`config.mk`:
```
export PLATFORM = sky130hd
export DESIGN_NAME = srp_supervisor
export DESIGN_NICKNAME = d
export VERILOG_FILES = /design/src/rtl/srp_pkg.sv /design/src/rtl/srp_supervisor.sv /design/src/rtl/srp_rise_filter.sv
export SDC_FILE = /design/constraint.sdc
export NUM_CORES = 1
export LEC_CHECK = 0
export BUFFER_PORTS_ARGS = -buffer_cell sky130_fd_sc_hd__buf_2
export CORE_ASPECT_RATIO = 1.4
export CORE_UTILIZATION = 60
export DETAILED_ROUTE_END_ITERATION = 12
export PLACE_DENSITY_LB_ADDON = 0.3
export SYNTH_ARGS = -nofsm -noshare
export SYNTH_HDL_FRONTEND = slang
export SYNTH_SLANG_ARGS = --single-unit
```
`constraint.sdc`:
```
create_clock -name sys_clk -period 3.3 [get_ports sys_clk]
set_input_delay 0.165 -clock sys_clk [delete_from_list [all_inputs] [get_ports sys_clk]]
set_output_delay 0.165 -clock sys_clk [all_outputs]
set_load 0.02 [all_outputs]
```
`src/rtl/srp_pkg.sv`:
```
// Package: constants and types for the supervisor reset pulse logic
// Function
// - The reset output goes low at once when any monitored supply is reported below threshold.
// - After all supplies are good, the reset output stays low for the full timeout, then goes high.
// - An extended manual input resets only after staying low for the setup period less RISE_FILTER_CYC - 1 cycles, then pulses once.
// - In the dual configuration the setup period runs only while both inputs are low together.
// - Each valid extended condition gives one pulse; a new pulse needs a release and a new full hold.
// - Rising transitions of the extended manual inputs are debounced inside the block.
// - A rising edge on the immediate input asserts the reset output at once for the timeout.
// - A new rising edge on the immediate input during the timeout restarts the count when DEBOUNCE_CNT is set below TIMEOUT_CNT.
// - The output is released after a full typical timeout with no new rising edge.
// - Falling transitions of the immediate input are debounced for the typical timeout.
// - A manual low period shorter than the setup period less RISE_FILTER_CYC - 1 cycles never asserts the reset output.
// - The setup period is a build option among 10.08, 6.72, 3.36 and 1.68 seconds.
package srp_pkg;
	localparam int unsigned CLK_PERIOD_NS = 10;
	localparam longint unsigned TIMEOUT_MIN_MS = 140;
	localparam longint unsigned TIMEOUT_TYP_MS = 210;
	localparam longint unsigned SETUP_K_MS = 10080;
	localparam longint unsigned SETUP_L_MS = 6720;
	localparam longint unsigned SETUP_S_MS = 3360;
	localparam longint unsigned SETUP_T_MS = 1680;
	localparam longint unsigned NS_PER_MS = 1000000;
	// Typical times round up to whole cycles
	localparam longint unsigned TIMEOUT_CYC = (TIMEOUT_TYP_MS * NS_PER_MS + CLK_PERIOD_NS - 1) / CLK_PERIOD_NS;
	localparam longint unsigned DEBOUNCE_CYC = (TIMEOUT_TYP_MS * NS_PER_MS + CLK_PERIOD_NS - 1) / CLK_PERIOD_NS;
	localparam int unsigned CNT_W = 32;
	localparam int unsigned RISE_FILTER_CYC = 16;
	typedef enum logic [1:0] {
		SETUP_10S08,
		SETUP_6S72,
		SETUP_3S36,
		SETUP_1S68
	} srp_setup_type;
	typedef enum logic [1:0] {
		CFG_SINGLE,
		CFG_DUAL,
		CFG_IMMEDIATE
	} srp_cfg_type;
	function automatic longint unsigned setupCycles(input srp_setup_type sel);
		longint unsigned ms;
		ms = SETUP_T_MS;
		unique case (sel)
			SETUP_10S08: ms = SETUP_K_MS;
			SETUP_6S72:  ms = SETUP_L_MS;
			SETUP_3S36:  ms = SETUP_S_MS;
			SETUP_1S68:  ms = SETUP_T_MS;
		endcase
		return (ms * NS_PER_MS + CLK_PERIOD_NS - 1) / CLK_PERIOD_NS;
	endfunction
endpackage

```
`src/rtl/srp_supervisor.sv`:
```
// Top of the supervisor reset pulse logic
`timescale 1ns/1ps
`default_nettype none
module srp_supervisor
	import srp_pkg::*;
#(
	parameter srp_cfg_type   CONFIG       = CFG_SINGLE,
	parameter srp_setup_type SETUP_SEL    = SETUP_6S72,
	parameter bit            HAS_EXT_SENSE = 1'b0,
	parameter logic [CNT_W-1:0] TIMEOUT_CNT  = CNT_W'(TIMEOUT_CYC),
	parameter logic [CNT_W-1:0] DEBOUNCE_CNT = CNT_W'(DEBOUNCE_CYC),
	parameter logic [CNT_W-1:0] SETUP_CNT    = CNT_W'(setupCycles(SETUP_SEL))
) (
	input  wire logic sys_clk,                  // Timebase clock
	input  wire logic reset_n,                  // Power-on reset, active low
	input  wire logic vccGood,                  // Primary supply above threshold
	input  wire logic external_supply_sense,    // Adjustable supply above threshold
	input  wire logic extended_manual_input_a,  // Extended manual input, active low
	input  wire logic second_manual_input,      // Second input: low-active extended or high-active immediate
	output logic      resetOut_n                // Reset to processor, active low
);
	import srp_pkg::*;

	typedef enum logic [1:0] {
		ST_IDLE,
		ST_ARMED,
		ST_SPENT
	} srp_setup_state_type;

	logic                supplyOk;
	logic                mrA;
	logic                mrB;
	logic                setupHold;
	logic [CNT_W-1:0]    porCnt_reg, porCnt_next;
	logic [CNT_W-1:0]    setupCnt_reg, setupCnt_next;
	logic [CNT_W-1:0]    pulseCnt_reg, pulseCnt_next;
	logic [CNT_W-1:0]    immCnt_reg, immCnt_next;
	logic [CNT_W-1:0]    fallCnt_reg, fallCnt_next;
	srp_setup_state_type setupSt_reg, setupSt_next;
	logic                immLevel_reg, immLevel_next;
	logic                out_reg, out_next;
	logic                setupFire;
	logic                immRise;

	assign supplyOk = vccGood && (!HAS_EXT_SENSE || external_supply_sense);

	srp_rise_filter u_filt_a (
		.sys_clk  (sys_clk),
		.reset_n  (reset_n),
		.rawIn    (extended_manual_input_a),
		.cleanOut (mrA)
	);
	srp_rise_filter u_filt_b (
		.sys_clk  (sys_clk),
		.reset_n  (reset_n),
		.rawIn    (CONFIG == CFG_DUAL ? second_manual_input : 1'b1),
		.cleanOut (mrB)
	);

	// Setup timing condition, both low together in dual mode
	assign setupHold = (CONFIG == CFG_DUAL) ? (!mrA && !mrB) : !mrA;

	always_comb begin
		setupSt_next  = setupSt_reg;
		setupCnt_next = setupCnt_reg;
		setupFire     = 1'b0;
		unique case (setupSt_reg)
			ST_IDLE: begin
				setupCnt_next = '0;
				if (setupHold) begin
					setupSt_next = ST_ARMED;
				end
			end
			ST_ARMED: begin
				if (!setupHold) begin
					setupSt_next = ST_IDLE;
				end else if (setupCnt_reg >= SETUP_CNT - 2) begin
					setupFire    = 1'b1;
					setupSt_next = ST_SPENT;
				end else begin
					setupCnt_next = setupCnt_reg + 1'b1;
				end
			end
			ST_SPENT: begin
				if (!setupHold) begin
					setupSt_next = ST_IDLE;
				end
			end
			default: setupSt_next = ST_IDLE;
		endcase
	end

	// Immediate input: rising edge fires, falling edge is debounced
	always_comb begin
		immLevel_next = immLevel_reg;
		fallCnt_next  = '0;
		if (CONFIG == CFG_IMMEDIATE) begin
			if (second_manual_input) begin
				immLevel_next = 1'b1;
			end else if (immLevel_reg) begin
				if (fallCnt_reg >= DEBOUNCE_CNT - 1) begin
					immLevel_next = 1'b0;
				end else begin
					fallCnt_next = fallCnt_reg + 1'b1;
				end
			end
		end
		immRise = (CONFIG == CFG_IMMEDIATE) && second_manual_input && !immLevel_reg;
	end

	always_comb begin
		porCnt_next   = porCnt_reg;
		pulseCnt_next = pulseCnt_reg;
		immCnt_next   = immCnt_reg;
		out_next      = out_reg;
		if (!supplyOk) begin
			porCnt_next   = '0;
			pulseCnt_next = '0;
			immCnt_next   = '0;
			out_next      = 1'b0;
		end else begin
			if (porCnt_reg < TIMEOUT_CNT) begin
				porCnt_next = porCnt_reg + 1'b1;
			end
			if (setupFire) begin
				pulseCnt_next = TIMEOUT_CNT;
			end else if (pulseCnt_reg != '0) begin
				pulseCnt_next = pulseCnt_reg - 1'b1;
			end
			if (immRise) begin
				immCnt_next = TIMEOUT_CNT;
			end else if (immCnt_reg != '0) begin
				immCnt_next = immCnt_reg - 1'b1;
			end
			// Manual pulses only act with good supplies
			out_next = (porCnt_next >= TIMEOUT_CNT) && (pulseCnt_next == '0) && (immCnt_next == '0);
		end
	end

	always_ff @(posedge sys_clk or negedge reset_n) begin
		if (!reset_n) begin
			setupSt_reg  <= ST_IDLE;
			setupCnt_reg <= '0;
			porCnt_reg   <= '0;
			pulseCnt_reg <= '0;
			immCnt_reg   <= '0;
			fallCnt_reg  <= '0;
			immLevel_reg <= 1'b0;
			out_reg      <= 1'b0;
		end else begin
			setupSt_reg  <= setupSt_next;
			setupCnt_reg <= setupCnt_next;
			porCnt_reg   <= porCnt_next;
			pulseCnt_reg <= pulseCnt_next;
			immCnt_reg   <= immCnt_next;
			fallCnt_reg  <= fallCnt_next;
			immLevel_reg <= immLevel_next;
			out_reg      <= out_next;
		end
	end

	assign resetOut_n = out_reg;

	// Set by a setup pulse, cleared once the hold is released
	logic heldAfterFire_reg;
	logic heldAfterFire_next;

	always_comb begin
		heldAfterFire_next = (setupFire || heldAfterFire_reg) && setupHold;
	end

	always_ff @(posedge sys_clk or negedge reset_n) begin
		if (!reset_n) begin
			heldAfterFire_reg <= 1'b0;
		end else begin
			heldAfterFire_reg <= heldAfterFire_next;
		end
	end
endmodule
`default_nettype wire

```
`src/rtl/srp_rise_filter.sv`:
```
// Rising-edge debounce: output goes high only after input held high for a run
`timescale 1ns/1ps
`default_nettype none
module srp_rise_filter
	import srp_pkg::*;
#(
	parameter logic [CNT_W-1:0] HOLD_CYC = CNT_W'(RISE_FILTER_CYC)
) (
	input  wire logic sys_clk,   // Clock
	input  wire logic reset_n,   // Async reset, active low
	input  wire logic rawIn,     // Raw active-low input
	output logic      cleanOut   // Debounced level
);
	logic [CNT_W-1:0] cnt_reg;
	logic [CNT_W-1:0] cnt_next;
	logic             out_reg;
	logic             out_next;
	always_comb begin
		cnt_next = cnt_reg;
		out_next = out_reg;
		if (!rawIn) begin
			// Low passes through at once
			cnt_next = '0;
			out_next = 1'b0;
		end else if (!out_reg) begin
			if (cnt_reg >= HOLD_CYC - 1) begin
				out_next = 1'b1;
			end else begin
				cnt_next = cnt_reg + 1'b1;
			end
		end
	end
	always_ff @(posedge sys_clk or negedge reset_n) begin
		if (!reset_n) begin
			cnt_reg <= '0;
			out_reg <= 1'b1;
		end else begin
			cnt_reg <= cnt_next;
			out_reg <= out_next;
		end
	end
	assign cleanOut = out_reg;
endmodule
`default_nettype wire

```
==> results of run 1 <==
[report_power, final]
| group | internal (mW) | switching, mW | total, mW | leakage, nW |
|---|---|---|---|---|
| sequential | 2.39 | 0.503 | 2.89 | 2.24 |
| clock | 1.20 | 0.832 | 2.03 | 0.284 |
| combinational | 1.85 | 2.29 | 4.14 | 1.95 |
[worst max-delay path, cell delays in order (launching register included)]
cell and delay (ns):
dfrtp_1 0.41, or3_1 0.43, nand4b_1 0.34, or3_4 0.48
xor2_1 0.24, nand4_1 0.17, a2111oi_2 0.36, nand4_1 0.20
a2111oi_2 0.35
[how the worst max path moves through the flow]
stage,start,endpoint,slack [ns],cells after the start
after detailed placement,immCnt_reg[0]$_DFF_PN0_,resetOut_n$_DFF_PN0_,0.12,10
after global routing,immCnt_reg[0]$_DFF_PN0_,resetOut_n$_DFF_PN0_,0.004,11
after global placement,immCnt_reg[0]$_DFF_PN0_,resetOut_n$_DFF_PN0_,0.20,10
final,immCnt_reg[23]$_DFF_PN0_,resetOut_n$_DFF_PN0_,0.21,8
after CTS,immCnt_reg[0]$_DFF_PN0_,resetOut_n$_DFF_PN0_,0.09,10
after floorplan,pulseCnt_reg[14]$_DFF_PN0_,resetOut_n$_DFF_PN0_,0.27,9
[cell type report]
type	instances	share of cell area
inverters	25	0.009388
well taps	189	0.02366
repair buffers	40	0.03117
flip-flops and latches	164	0.4107
clock buffers	18	0.04293
clock inverters	14	0.01740
multi-input cells	745	0.4648
[cells in the final DEF, fill, tap and decap left out, types with 6 or more instances in the layout]
cell	instances
inv_1	25
buf_4	34
nor2b_1	20
xnor2_1	54
a31oi_1	8
and3_1	13
o21a_1	10
a21oi_1	36
nand2_1	74
nor4_1	32
or4_1	6
and2_1	59
o211ai_1	8
xor2_1	41
ha_1	8
o21ai_0	25
a21boi_0	12
nand2b_1	7
nor2_1	106
nand3b_1	6
nand3_1	39
or3_1	30
nor3b_1	6
nor3_1	41
clkbuf_16	17
nand4_1	17
dfrtp_1	163
[timing repair]
action / in CTS / in global routing
hold buffers: 1 / 0
endpoints found under the hold margin: 80 / 0
gates resized for setup: 0 / 6
setup endpoints to repair: 0 / 1
[stage by stage]
| stage | area, um^2 | power, mW | hold WS (ns) | utilization |
|---|---|---|---|---|
| 3_5_place_dp | 9359 | 6.927 | 0.2539 | 0.6451 |
| 2_1_floorplan | 8967 | 5.732 | -0.1306 | - |
| 4_1_cts | 9972 | 9.012 | 0.04130 | 0.6873 |
| 5_1_grt | 9996 | 9.677 | 0.05695 | 0.6889 |
| 3_3_place_gp | 9359 | 6.825 | 0.2662 | 0.6451 |
| 6_report | 9996 | 9.062 | 0.05415 | 0.6889 |
[per-layer routing]
layer | global-route usage | vias up | share of wire
met5 | 0 | - | 0
met4 | 0.1345 | 0 | 0.035
met3 | 0.04554 | 56 | 0.030
met2 | 0.4747 | 156 | 0.53
met1 | 0.2940 | 3509 | 0.40
li1 | - | 3488 | -
[logic make-up (layout without fill, tap and decap cells)]
kind of cell	Yosys count	count (layout)
AO/OA/AOI/OAI	145	145
XOR/XNOR	95	95
adder cells (fa/ha/maj)	8	8
buffers and inverters	62	97
flip-flops	164	164
multiplexers	6	6
AND/OR/NAND/NOR	491	491
==> flow_summary_export.csv, run 1 <==
group,metric,value,unit
run_status,status,"finished, final reports clean",
clock_network,cts.clk_slew.worst_paths,0.06,ns
global_routing,grt_max_degree,83,
yosys,synth_warnings,0,
power,peakVddDrop,453.8,uV
place,gp_congestion,0.9686,
yosys,yosys.area.top_type,"dfrtp_1",
clock_network,h-tree-depth,4,
final_layout,register_area,4105,um^2
final_layout,nets,1007,
sta,period_needed,3.094,ns
yosys,yosys.area_share.simple,0.2943,
yosys,synth_fa_ha_area_frac,0.01116,
yosys,syn-cell-area,8967,um^2
yosys,synth_area_leaders,"dfrtp_1 45%, xnor2_1 5.3%, nor2_1 4.5%, and2_1 4.1%, xor2_1 4.0%",
yosys,syn-instance-count,971,
yosys,synthMuxAreaShare,0.006837,
final_layout,syn_to_final_growth,11.47,%
yosys,syn_avg_cell_area,9.235,um^2
yosys,synth_edf_count,0,
yosys,ys.flop_type,"dfrtp_1",
sta,clock.fmax,0.3232,GHz
critical_path,cp-end-kind,"flop",
global_routing,grt_usage,0.2627,
critical_path,reg2reg_to,"resetOut_n$_DFF_PN0_",
clock_network,clkLatencyLatePin,0.44,ns
sta,slew_headroom,0.4377,
critical_path,criticalPathCategory,"flop to flop",
routing,via_per_inst,6.033,
floorplan,start_util,0.6181,
sta,hold_viol,0,
hold_path,hold_depth,2,
global_routing,grt_first_pass_wirelength,32460,um
sta,final.setup.worst_slack,0.2063,ns
critical_path,r2r-start,"immCnt_reg[23]$_DFF_PN0_",
floorplan,die_h,146.7,um
global_routing,grt-ovfl-total,0,
routing,drc,0,
power,power.density,906.6,nW/um^2
hold_path,min_path_type,"primary input to flop",
yosys,seq_area_frac_synth,0.4578,
clock_network,cts_tree,"built",
final_layout,fillCellCount,1102,
final_layout,finalNonFillerCells,1195,
critical_path,required,3.62,ns
yosys,synth.most_common_cell,"dfrtp_1",
critical_path,r2r_slack,0.21,ns
sta,finalCritPeriodShare,0.9375,
floorplan,die_w,105.3,um
clock_network,cts_buffers,17,
sta,tns,0,ns
global_routing,grt_pass1_vias,7220,
sta,finalSetupViolCount,0,
final_layout,drive_above_1_share,0.09940,
global_routing,antenna_found_initial,0,
final_layout,multi_input_area,4646,um^2
clock_network,clockRootBuffer,"clkbuf_16",
critical_path,start_kind,"flop",
yosys,netlist.area_leader.share,0.4549,
clock_network,cts_buffer_depth,2,
hold_path,hold_start,"extended_manual_input_a",
routing,dr.first_iter.drc_count,362,
yosys,ys_types,73,
critical_path,crit_arrival,3.41,ns
yosys,async_flop_share,1.000,
yosys,synth_seq_cells,164,
place,port_buffers,4,
place,dp_hpwl,13040,um
floorplan,fp.dieArea,15450,um^2
clock_network,cts_sinks,164,
final_layout,diodes,0,
routing,vias,7209,
critical_path,reg2regPathDepth,8,
routing,totalWireLength,18820,um
place,dp.cells,1162,
sta,worst_pin_slew,0.8426,ns
hold_path,hold_end,"u_filt_a.cnt_reg[19]$_DFFE_PN0P_",
floorplan,core_area,14510,um^2
place,pre_cts_slack,0.1185,ns
critical_path,path_max_fanout,6,
floorplan,pin_count,7,
clock_network,cts_setup_buffers,0,
yosys,synth_top_family_by_area,"simple AND/OR/NAND/NOR gates",
routing,routedWlPerCell,15.75,um
sta,finClkSkew,0.01165,ns
yosys,synthXorXnorAreaFrac,0.09279,
sta,rsz0062_at_grt,"false",
floorplan,rows,52,
power,p_leak,4.472,nW
job,maxCapViolations,0,
routing,dr.pass1.iters,5,
routing,drtAntennaViolNets,0,
yosys,synth_common_cells,"163 x dfrtp_1, 107 x nor2_1, 74 x nand2_1",
yosys,syn-num-nets,985,
sta,slew_viol_final,0,
yosys,synth-compound-area-share,0.1095,
Power figures use the tool's default switching activity.
==> inputs of run 2 (changes only) <==
--- a/config.mk
+++ b/config.mk
@@ -7,7 +7,7 @@
 export LEC_CHECK = 0
 export BUFFER_PORTS_ARGS = -buffer_cell sky130_fd_sc_hd__buf_2
 export CORE_ASPECT_RATIO = 1.4
-export CORE_UTILIZATION = 60
+export CORE_UTILIZATION = 30
 export DETAILED_ROUTE_END_ITERATION = 12
 export PLACE_DENSITY_LB_ADDON = 0.3
 export SYNTH_ARGS = -nofsm -noshare
==> run 2 against run 1 <==
Effect of this change: worst hold slack better by 0.0063 ns; core utilization is 34 points lower; clock skew is 0.0035 ns higher; global-route usage is 12 points lower; sequential power hardly changed; combinational power is 1% higher; critical path depth is 1 higher; final cell count is 16% higher; power is 0.69% lower; clock power is 3% lower; non-clock buffer count is 6 higher; largest power group unchanged.
==> flow_summary_export.csv, run 2 (synthesized netlist as in run 1, its figures left out) <==
group,metric,value,unit
routing,routedWlPerCell,14.15,um
clock_network,cts_sinks,164,
hold_path,hold_depth,2,
global_routing,grt_max_degree,74,
job,maxCapViolations,0,
sta,tns,0,ns
sta,rsz0062_at_grt,"false",
critical_path,reg2regPathDepth,9,
sta,slew_headroom,0.5845,
sta,finalSetupViolCount,0,
routing,drc,0,
critical_path,start_kind,"flop",
critical_path,path_max_fanout,5,
critical_path,criticalPathCategory,"flop to flop",
power,p_total,9.000,mW
power,power.density,874.6,nW/um^2
floorplan,pin_count,7,
critical_path,r2r-start,"immCnt_reg[6]$_DFF_PN0_",
global_routing,antenna_found_initial,0,
critical_path,endpoint,"resetOut_n$_DFF_PN0_",
critical_path,reg2reg_to,"resetOut_n$_DFF_PN0_",
critical_path,crit_arrival,3.34,ns
clock_network,cts_buffer_depth,2,
clock_network,cts_buffers,17,
routing,dr.first_iter.drc_count,314,
floorplan,rows,74,
critical_path,r2r_slack,0.28,ns
global_routing,grt_usage,0.1387,
sta,final.setup.worst_slack,0.2813,ns
final_layout,postLayoutCellArea,10290,um^2
clock_network,h-tree-depth,4,
floorplan,die_h,206.6,um
sta,finalCritPeriodShare,0.9148,
final_layout,syn_to_final_growth,14.75,%
sta,clock.fmax,0.3313,GHz
place,postPlaceCellArea,9648,um^2
power,p_leak,4.514,nW
power,peakVddDrop,420.0,uV
final_layout,diodes,0,
sta,whs,0.06047,ns
clock_network,clockRootBuffer,"clkbuf_16",
sta,finClkSkew,0.01510,ns
clock_network,cts_tree,"built",
place,gp_congestion,0.8485,
place,dp.cells,1358,
final_layout,nets,1013,
hold_path,min_path_type,"primary input to flop",
floorplan,die_w,148.1,um
sta,slew_viol_final,0,
global_routing,grt-ovfl-total,0,
routing,vias,7023,
global_routing,grt_first_pass_wirelength,34630,um
final_layout,finish.utilization,0.3517,
critical_path,cp-end-kind,"flop",
place,pre_cts_slack,0.1344,ns
critical_path,setup.worst_path.start,"immCnt_reg[6]$_DFF_PN0_",
routing,totalWireLength,19700,um
routing,via_per_inst,5.045,
routing,drtAntennaViolNets,0,
floorplan,core_area,29260,um^2
sta,worst_pin_slew,0.6232,ns
place,port_buffers,4,
routing,dr.pass1.iters,6,
final_layout,finalNonFillerCells,1392,
run_status,status,"finished, final reports clean",
sta,period_needed,3.019,ns
critical_path,required,3.62,ns
floorplan,start_util,0.3065,
clock_network,clkLatencyLatePin,0.43,ns
global_routing,grt_pass1_vias,7183,
final_layout,drive_above_1_share,0.1097,
sta,hold_viol,0,
place,dp_hpwl,13720,um
clock_network,cts.clk_slew.worst_paths,0.08,ns
final_layout,layout_common_cells,"163 x dfrtp_1, 106 x nor2_1, 74 x nand2_1, 59 x and2_1, 54 x xnor2_1",
final_layout,layout_commonest_cell,"dfrtp_1",
floorplan,fp.dieArea,30600,um^2
run 2: cell types whose count changed in the layout (fill, tap and decap cells not counted), moves of 3 or more:
cell / delta
buf_4: +5
bufinv_16: -3
inv_8: +4
clkinvlp_4: -3
run 2: worst min path at each step:
stage	from	to	slack [ns]
floorplan	reset_n	immCnt_reg[0]$_DFF_PN0_	-0.13
global placement	reset_n	immCnt_reg[0]$_DFF_PN0_	0.21
detailed placement	reset_n	immCnt_reg[0]$_DFF_PN0_	0.21
CTS	extended_manual_input_a	u_filt_a.cnt_reg[17]$_DFFE_PN0P_	0.06
global route	extended_manual_input_a	u_filt_a.cnt_reg[19]$_DFFE_PN0P_	0.09
finish	extended_manual_input_a	u_filt_a.cnt_reg[17]$_DFFE_PN0P_	0.06
run 2: final cells by class:
type,count,area (um^2)
repair buffers,46,369.1
clock buffers,19,452.9
inverters,25,93.84
well taps,380,475.5
clock inverters,13,130.1
fillers,3088,18970
flip-flops and latches,164,4105
multi-input cells,745,4663
run 2: timing repair:
| item | 4_1_cts | 5_1_grt |
|---|---|---|
| buffers inserted | 0 | 1 |
| gates resized for setup | 0 | 8 |
| endpoints found under the setup margin | 0 | 5 |
| hold buffers | 1 | 0 |
| endpoints found under the hold margin | 62 | 0 |
run 2: worst max-delay path: stages (launching register included):
cell	delay, ns
dfrtp_1	0.38
buf_4	0.16
nor4_1	0.47
nand3_1	0.19
or3_1	0.45
xor2_1	0.27
nand4_1	0.16
a2111oi_2	0.35
nand4_1	0.19
a2111oi_2	0.30
run 2: report_power, final:
| group | switching [mW] | total (mW) | leakage (nW) | internal (mW) |
|---|---|---|---|---|
| Clock | 0.915 | 1.96 | 0.286 | 1.04 |
| Combinational | 2.31 | 4.18 | 1.99 | 1.87 |
| Sequential | 0.474 | 2.86 | 2.24 | 2.39 |
| Total | 3.70 | 9.00 | 4.51 | 5.30 |
run 2: metal layers:
metal | wire, um | part of all wire | track usage | vias to the layer above
met5 | 0 | 0 | 0 | -
met4 | 332 | 0.017 | 0.05228 | 0
met3 | 355 | 0.018 | 0.01868 | 27
met2 | 10110 | 0.51 | 0.2540 | 83
met1 | 8902 | 0.45 | 0.1635 | 3408
li1 | - | - | - | 3505
==> inputs of run 3 (changes only) <==
--- a/config.mk
+++ b/config.mk
@@ -6,6 +6,8 @@
 export NUM_CORES = 1
 export LEC_CHECK = 0
 export BUFFER_PORTS_ARGS = -buffer_cell sky130_fd_sc_hd__buf_2
+export CELL_PAD_IN_SITES_DETAIL_PLACEMENT = 1
+export CELL_PAD_IN_SITES_GLOBAL_PLACEMENT = 1
 export CORE_ASPECT_RATIO = 1.4
 export CORE_UTILIZATION = 30
 export DETAILED_ROUTE_END_ITERATION = 12
==> constraint.sdc (replaced) <==
create_clock -name sys_clk -period 3.4 [get_ports sys_clk]
set_input_delay 0.17 -clock sys_clk [delete_from_list [all_inputs] [get_ports sys_clk]]
set_output_delay 0.17 -clock sys_clk [all_outputs]
set_load 0.02 [all_outputs]
==> run 3 against run 2 <==
Effect of this change: sequential share of layout area increased by 0.11 points; fmax decreased by 4.7%; global-route usage increased by 1.8 points; power decreased by 1.8%; non-clock buffer count decreased by 2; die area unchanged; clock power increased by 4%; final area decreased by 0.28%; setup slack got worse by 0.048 ns; clock skew decreased by 0.0071 ns; worst hold slack improved by 0.0035 ns.
==> flow_summary_export.csv, run 3 (synthesized netlist as in run 1, its figures left out) <==
group,metric,value,unit
critical_path,required,3.73,ns
clock_network,cts_tree,"built",
critical_path,cpLargestDelayFamily,"simple AND/OR/NAND/NOR gates",
floorplan,start_util,0.3065,
place,port_buffers,4,
sta,hold_viol,0,
critical_path,start_kind,"flop",
final_layout,diodes,0,
global_routing,grt_pass1_vias,7735,
critical_path,cp_slowest_stage_delay,0.68,ns
clock_network,h-tree-depth,4,
clock_network,cts.clk_slew.worst_paths,0.07,ns
job,maxCapViolations,0,
routing,vias,7121,
sta,slew_viol_final,0,
sta,slew_headroom,0.3805,
critical_path,crit_arrival,3.50,ns
sta,worst_pin_slew,0.9283,ns
sta,finalCritPeriodShare,0.9312,
global_routing,grt_first_pass_wirelength,38580,um
critical_path,crit_cells,8,
final_layout,fillCellCount,3421,
critical_path,critPathSlowestCell,"or4_1",
clock_network,cts_sinks,164,
place,dp_hpwl,15540,um
clock_network,clkLatencyLatePin,0.44,ns
routing,dr.first_iter.drc_count,234,
power,power.density,861.6,nW/um^2
critical_path,path_max_fanout,6,
critical_path,reg2reg_to,"resetOut_n$_DFF_PN0_",
global_routing,antenna_found_initial,0,
power,p_leak,4.501,nW
critical_path,reg2regPathDepth,8,
routing,via_per_inst,5.123,
sta,period_needed,3.166,ns
hold_path,hold_depth,2,
global_routing,grt_max_degree,75,
hold_path,hold_end,"u_filt_a.cnt_reg[17]$_DFFE_PN0P_",
hold_path,min_path_type,"primary input to flop",
clock_network,clockRootBuffer,"clkbuf_16",
critical_path,r2r-start,"immCnt_reg[6]$_DFF_PN0_",
critical_path,criticalPathCategory,"flop to flop",
final_layout,layout_common_cells,"163 x dfrtp_1, 106 x nor2_1, 74 x nand2_1, 59 x and2_1, 54 x xnor2_1",
critical_path,path_buf_inv,0,
final_layout,nets,1011,
sta,finClkSkew,0.008023,ns
global_routing,grt_usage,0.1571,
routing,totalWireLength,21950,um
critical_path,r2r_slack,0.23,ns
sta,rsz0062_at_grt,"false",
final_layout,drive_above_1_share,0.1020,
hold_path,hold_start,"extended_manual_input_a",
place,gp_congestion,0.8029,
sta,clock.fmax,0.3158,GHz
run_status,status,"finished, final reports clean",
floorplan,pin_count,7,
routing,drtAntennaViolNets,0,
floorplan,fp.dieArea,30600,um^2
floorplan,rows,74,
routing,routedWlPerCell,15.79,um
power,peakVddDrop,353.0,uV
floorplan,core_area,29260,um^2
routing,dr.pass1.iters,4,
final_layout,layout_commonest_cell,"dfrtp_1",
clock_network,cts_setup_buffers,0,
clock_network,cts_buffer_depth,2,
sta,finalSetupViolCount,0,
floorplan,die_w,148.1,um
final_layout,syn_to_final_growth,14.43,%
critical_path,path_cells,"or4_1 -> or3_1 -> o21a_1 -> a21oi_1 -> nand4_1 -> a2111oi_2 -> nand4_1 -> a2111oi_2",
clock_network,cts_buffers,17,
critical_path,cp-end-kind,"flop",
sta,tns,0,ns
floorplan,die_h,206.6,um
routing,drc,0,
global_routing,grt-ovfl-total,0,
final_layout,finish.utilization,0.3507,
## run 3: cell count changes in the layout (fill, tap and decap cells not counted), sizes merged
cell | previous run | this run
inv | 33 | 27
bufinv | 0 | 3
clkinv | 4 | 7
buf | 45 | 43
clkbuf | 19 | 18
clkinvlp | 1 | 2
## run 3: layout make-up
type                            instances  area (um^2)  area share
Multi-Input combinational cell        745         4627      0.4509
Sequential cell                       164         4105      0.4001
Clock inverter                         14        178.9     0.01744
Inverter                               25        93.84    0.009145
Timing Repair Buffer                   44        341.6     0.03329
Clock buffer                           18        439.2     0.04280
Tap cell                              380        475.5     0.04634
## run 3: through the flow
step / area, um^2 / cells / worst slack, ns / hold WS (ns) / total power [mW]
2_1_floorplan: 8967 / 971 / 0.3733 / -0.1256 / 5.564
3_3_place_gp: 9628 / 1357 / 0.2071 / 0.2610 / 6.794
3_5_place_dp: 9628 / 1357 / 0.1932 / 0.2652 / 6.862
4_1_cts: 10260 / 1390 / 0.1514 / 0.04486 / 8.974
5_1_grt: 10260 / 1390 / 0.01351 / 0.06689 / 9.557
6_report: 10260 / 1390 / 0.2338 / 0.06395 / 8.841
## run 3: worst max-delay path by stage
| stage | endpoint | slack (ns) | start |
|---|---|---|---|
| global route | resetOut_n$_DFF_PN0_ | 0.01 | immCnt_reg[3]$_DFF_PN0_ |
| finish | resetOut_n$_DFF_PN0_ | 0.23 | immCnt_reg[6]$_DFF_PN0_ |
| floorplan | resetOut_n$_DFF_PN0_ | 0.37 | pulseCnt_reg[14]$_DFF_PN0_ |
| global placement | resetOut_n$_DFF_PN0_ | 0.21 | immCnt_reg[0]$_DFF_PN0_ |
| CTS | resetOut_n$_DFF_PN0_ | 0.15 | immCnt_reg[0]$_DFF_PN0_ |
| detailed placement | resetOut_n$_DFF_PN0_ | 0.19 | immCnt_reg[0]$_DFF_PN0_ |
## run 3: where the power goes
| group | switching [mW] | total (mW) | internal [mW] |
|---|---|---|---|
| logic | 2.24 | 3.99 | 1.74 |
| registers | 0.506 | 2.83 | 2.32 |
| clock network | 0.845 | 2.03 | 1.18 |
| total | 3.59 | 8.84 | 5.25 |
## run 3: timing repair
| action | CTS | global route |
|---|---|---|
| hold buffers | 1 | 0 |
| endpoints found under the hold margin | 72 | 0 |
| endpoints found under the setup margin | 0 | 1 |
| gates resized for setup | 0 | 2 |
## run 3: layer usage
metal / vias up / track usage / part of all wire
met2: 34 / 0.2991 / 0.54
met3: 20 / 0.02505 / 0.014
met5: - / 0 / 0
met4: 0 / 0.04676 / 0.013
met1: 3591 / 0.1780 / 0.43
li1: 3476 / - / -
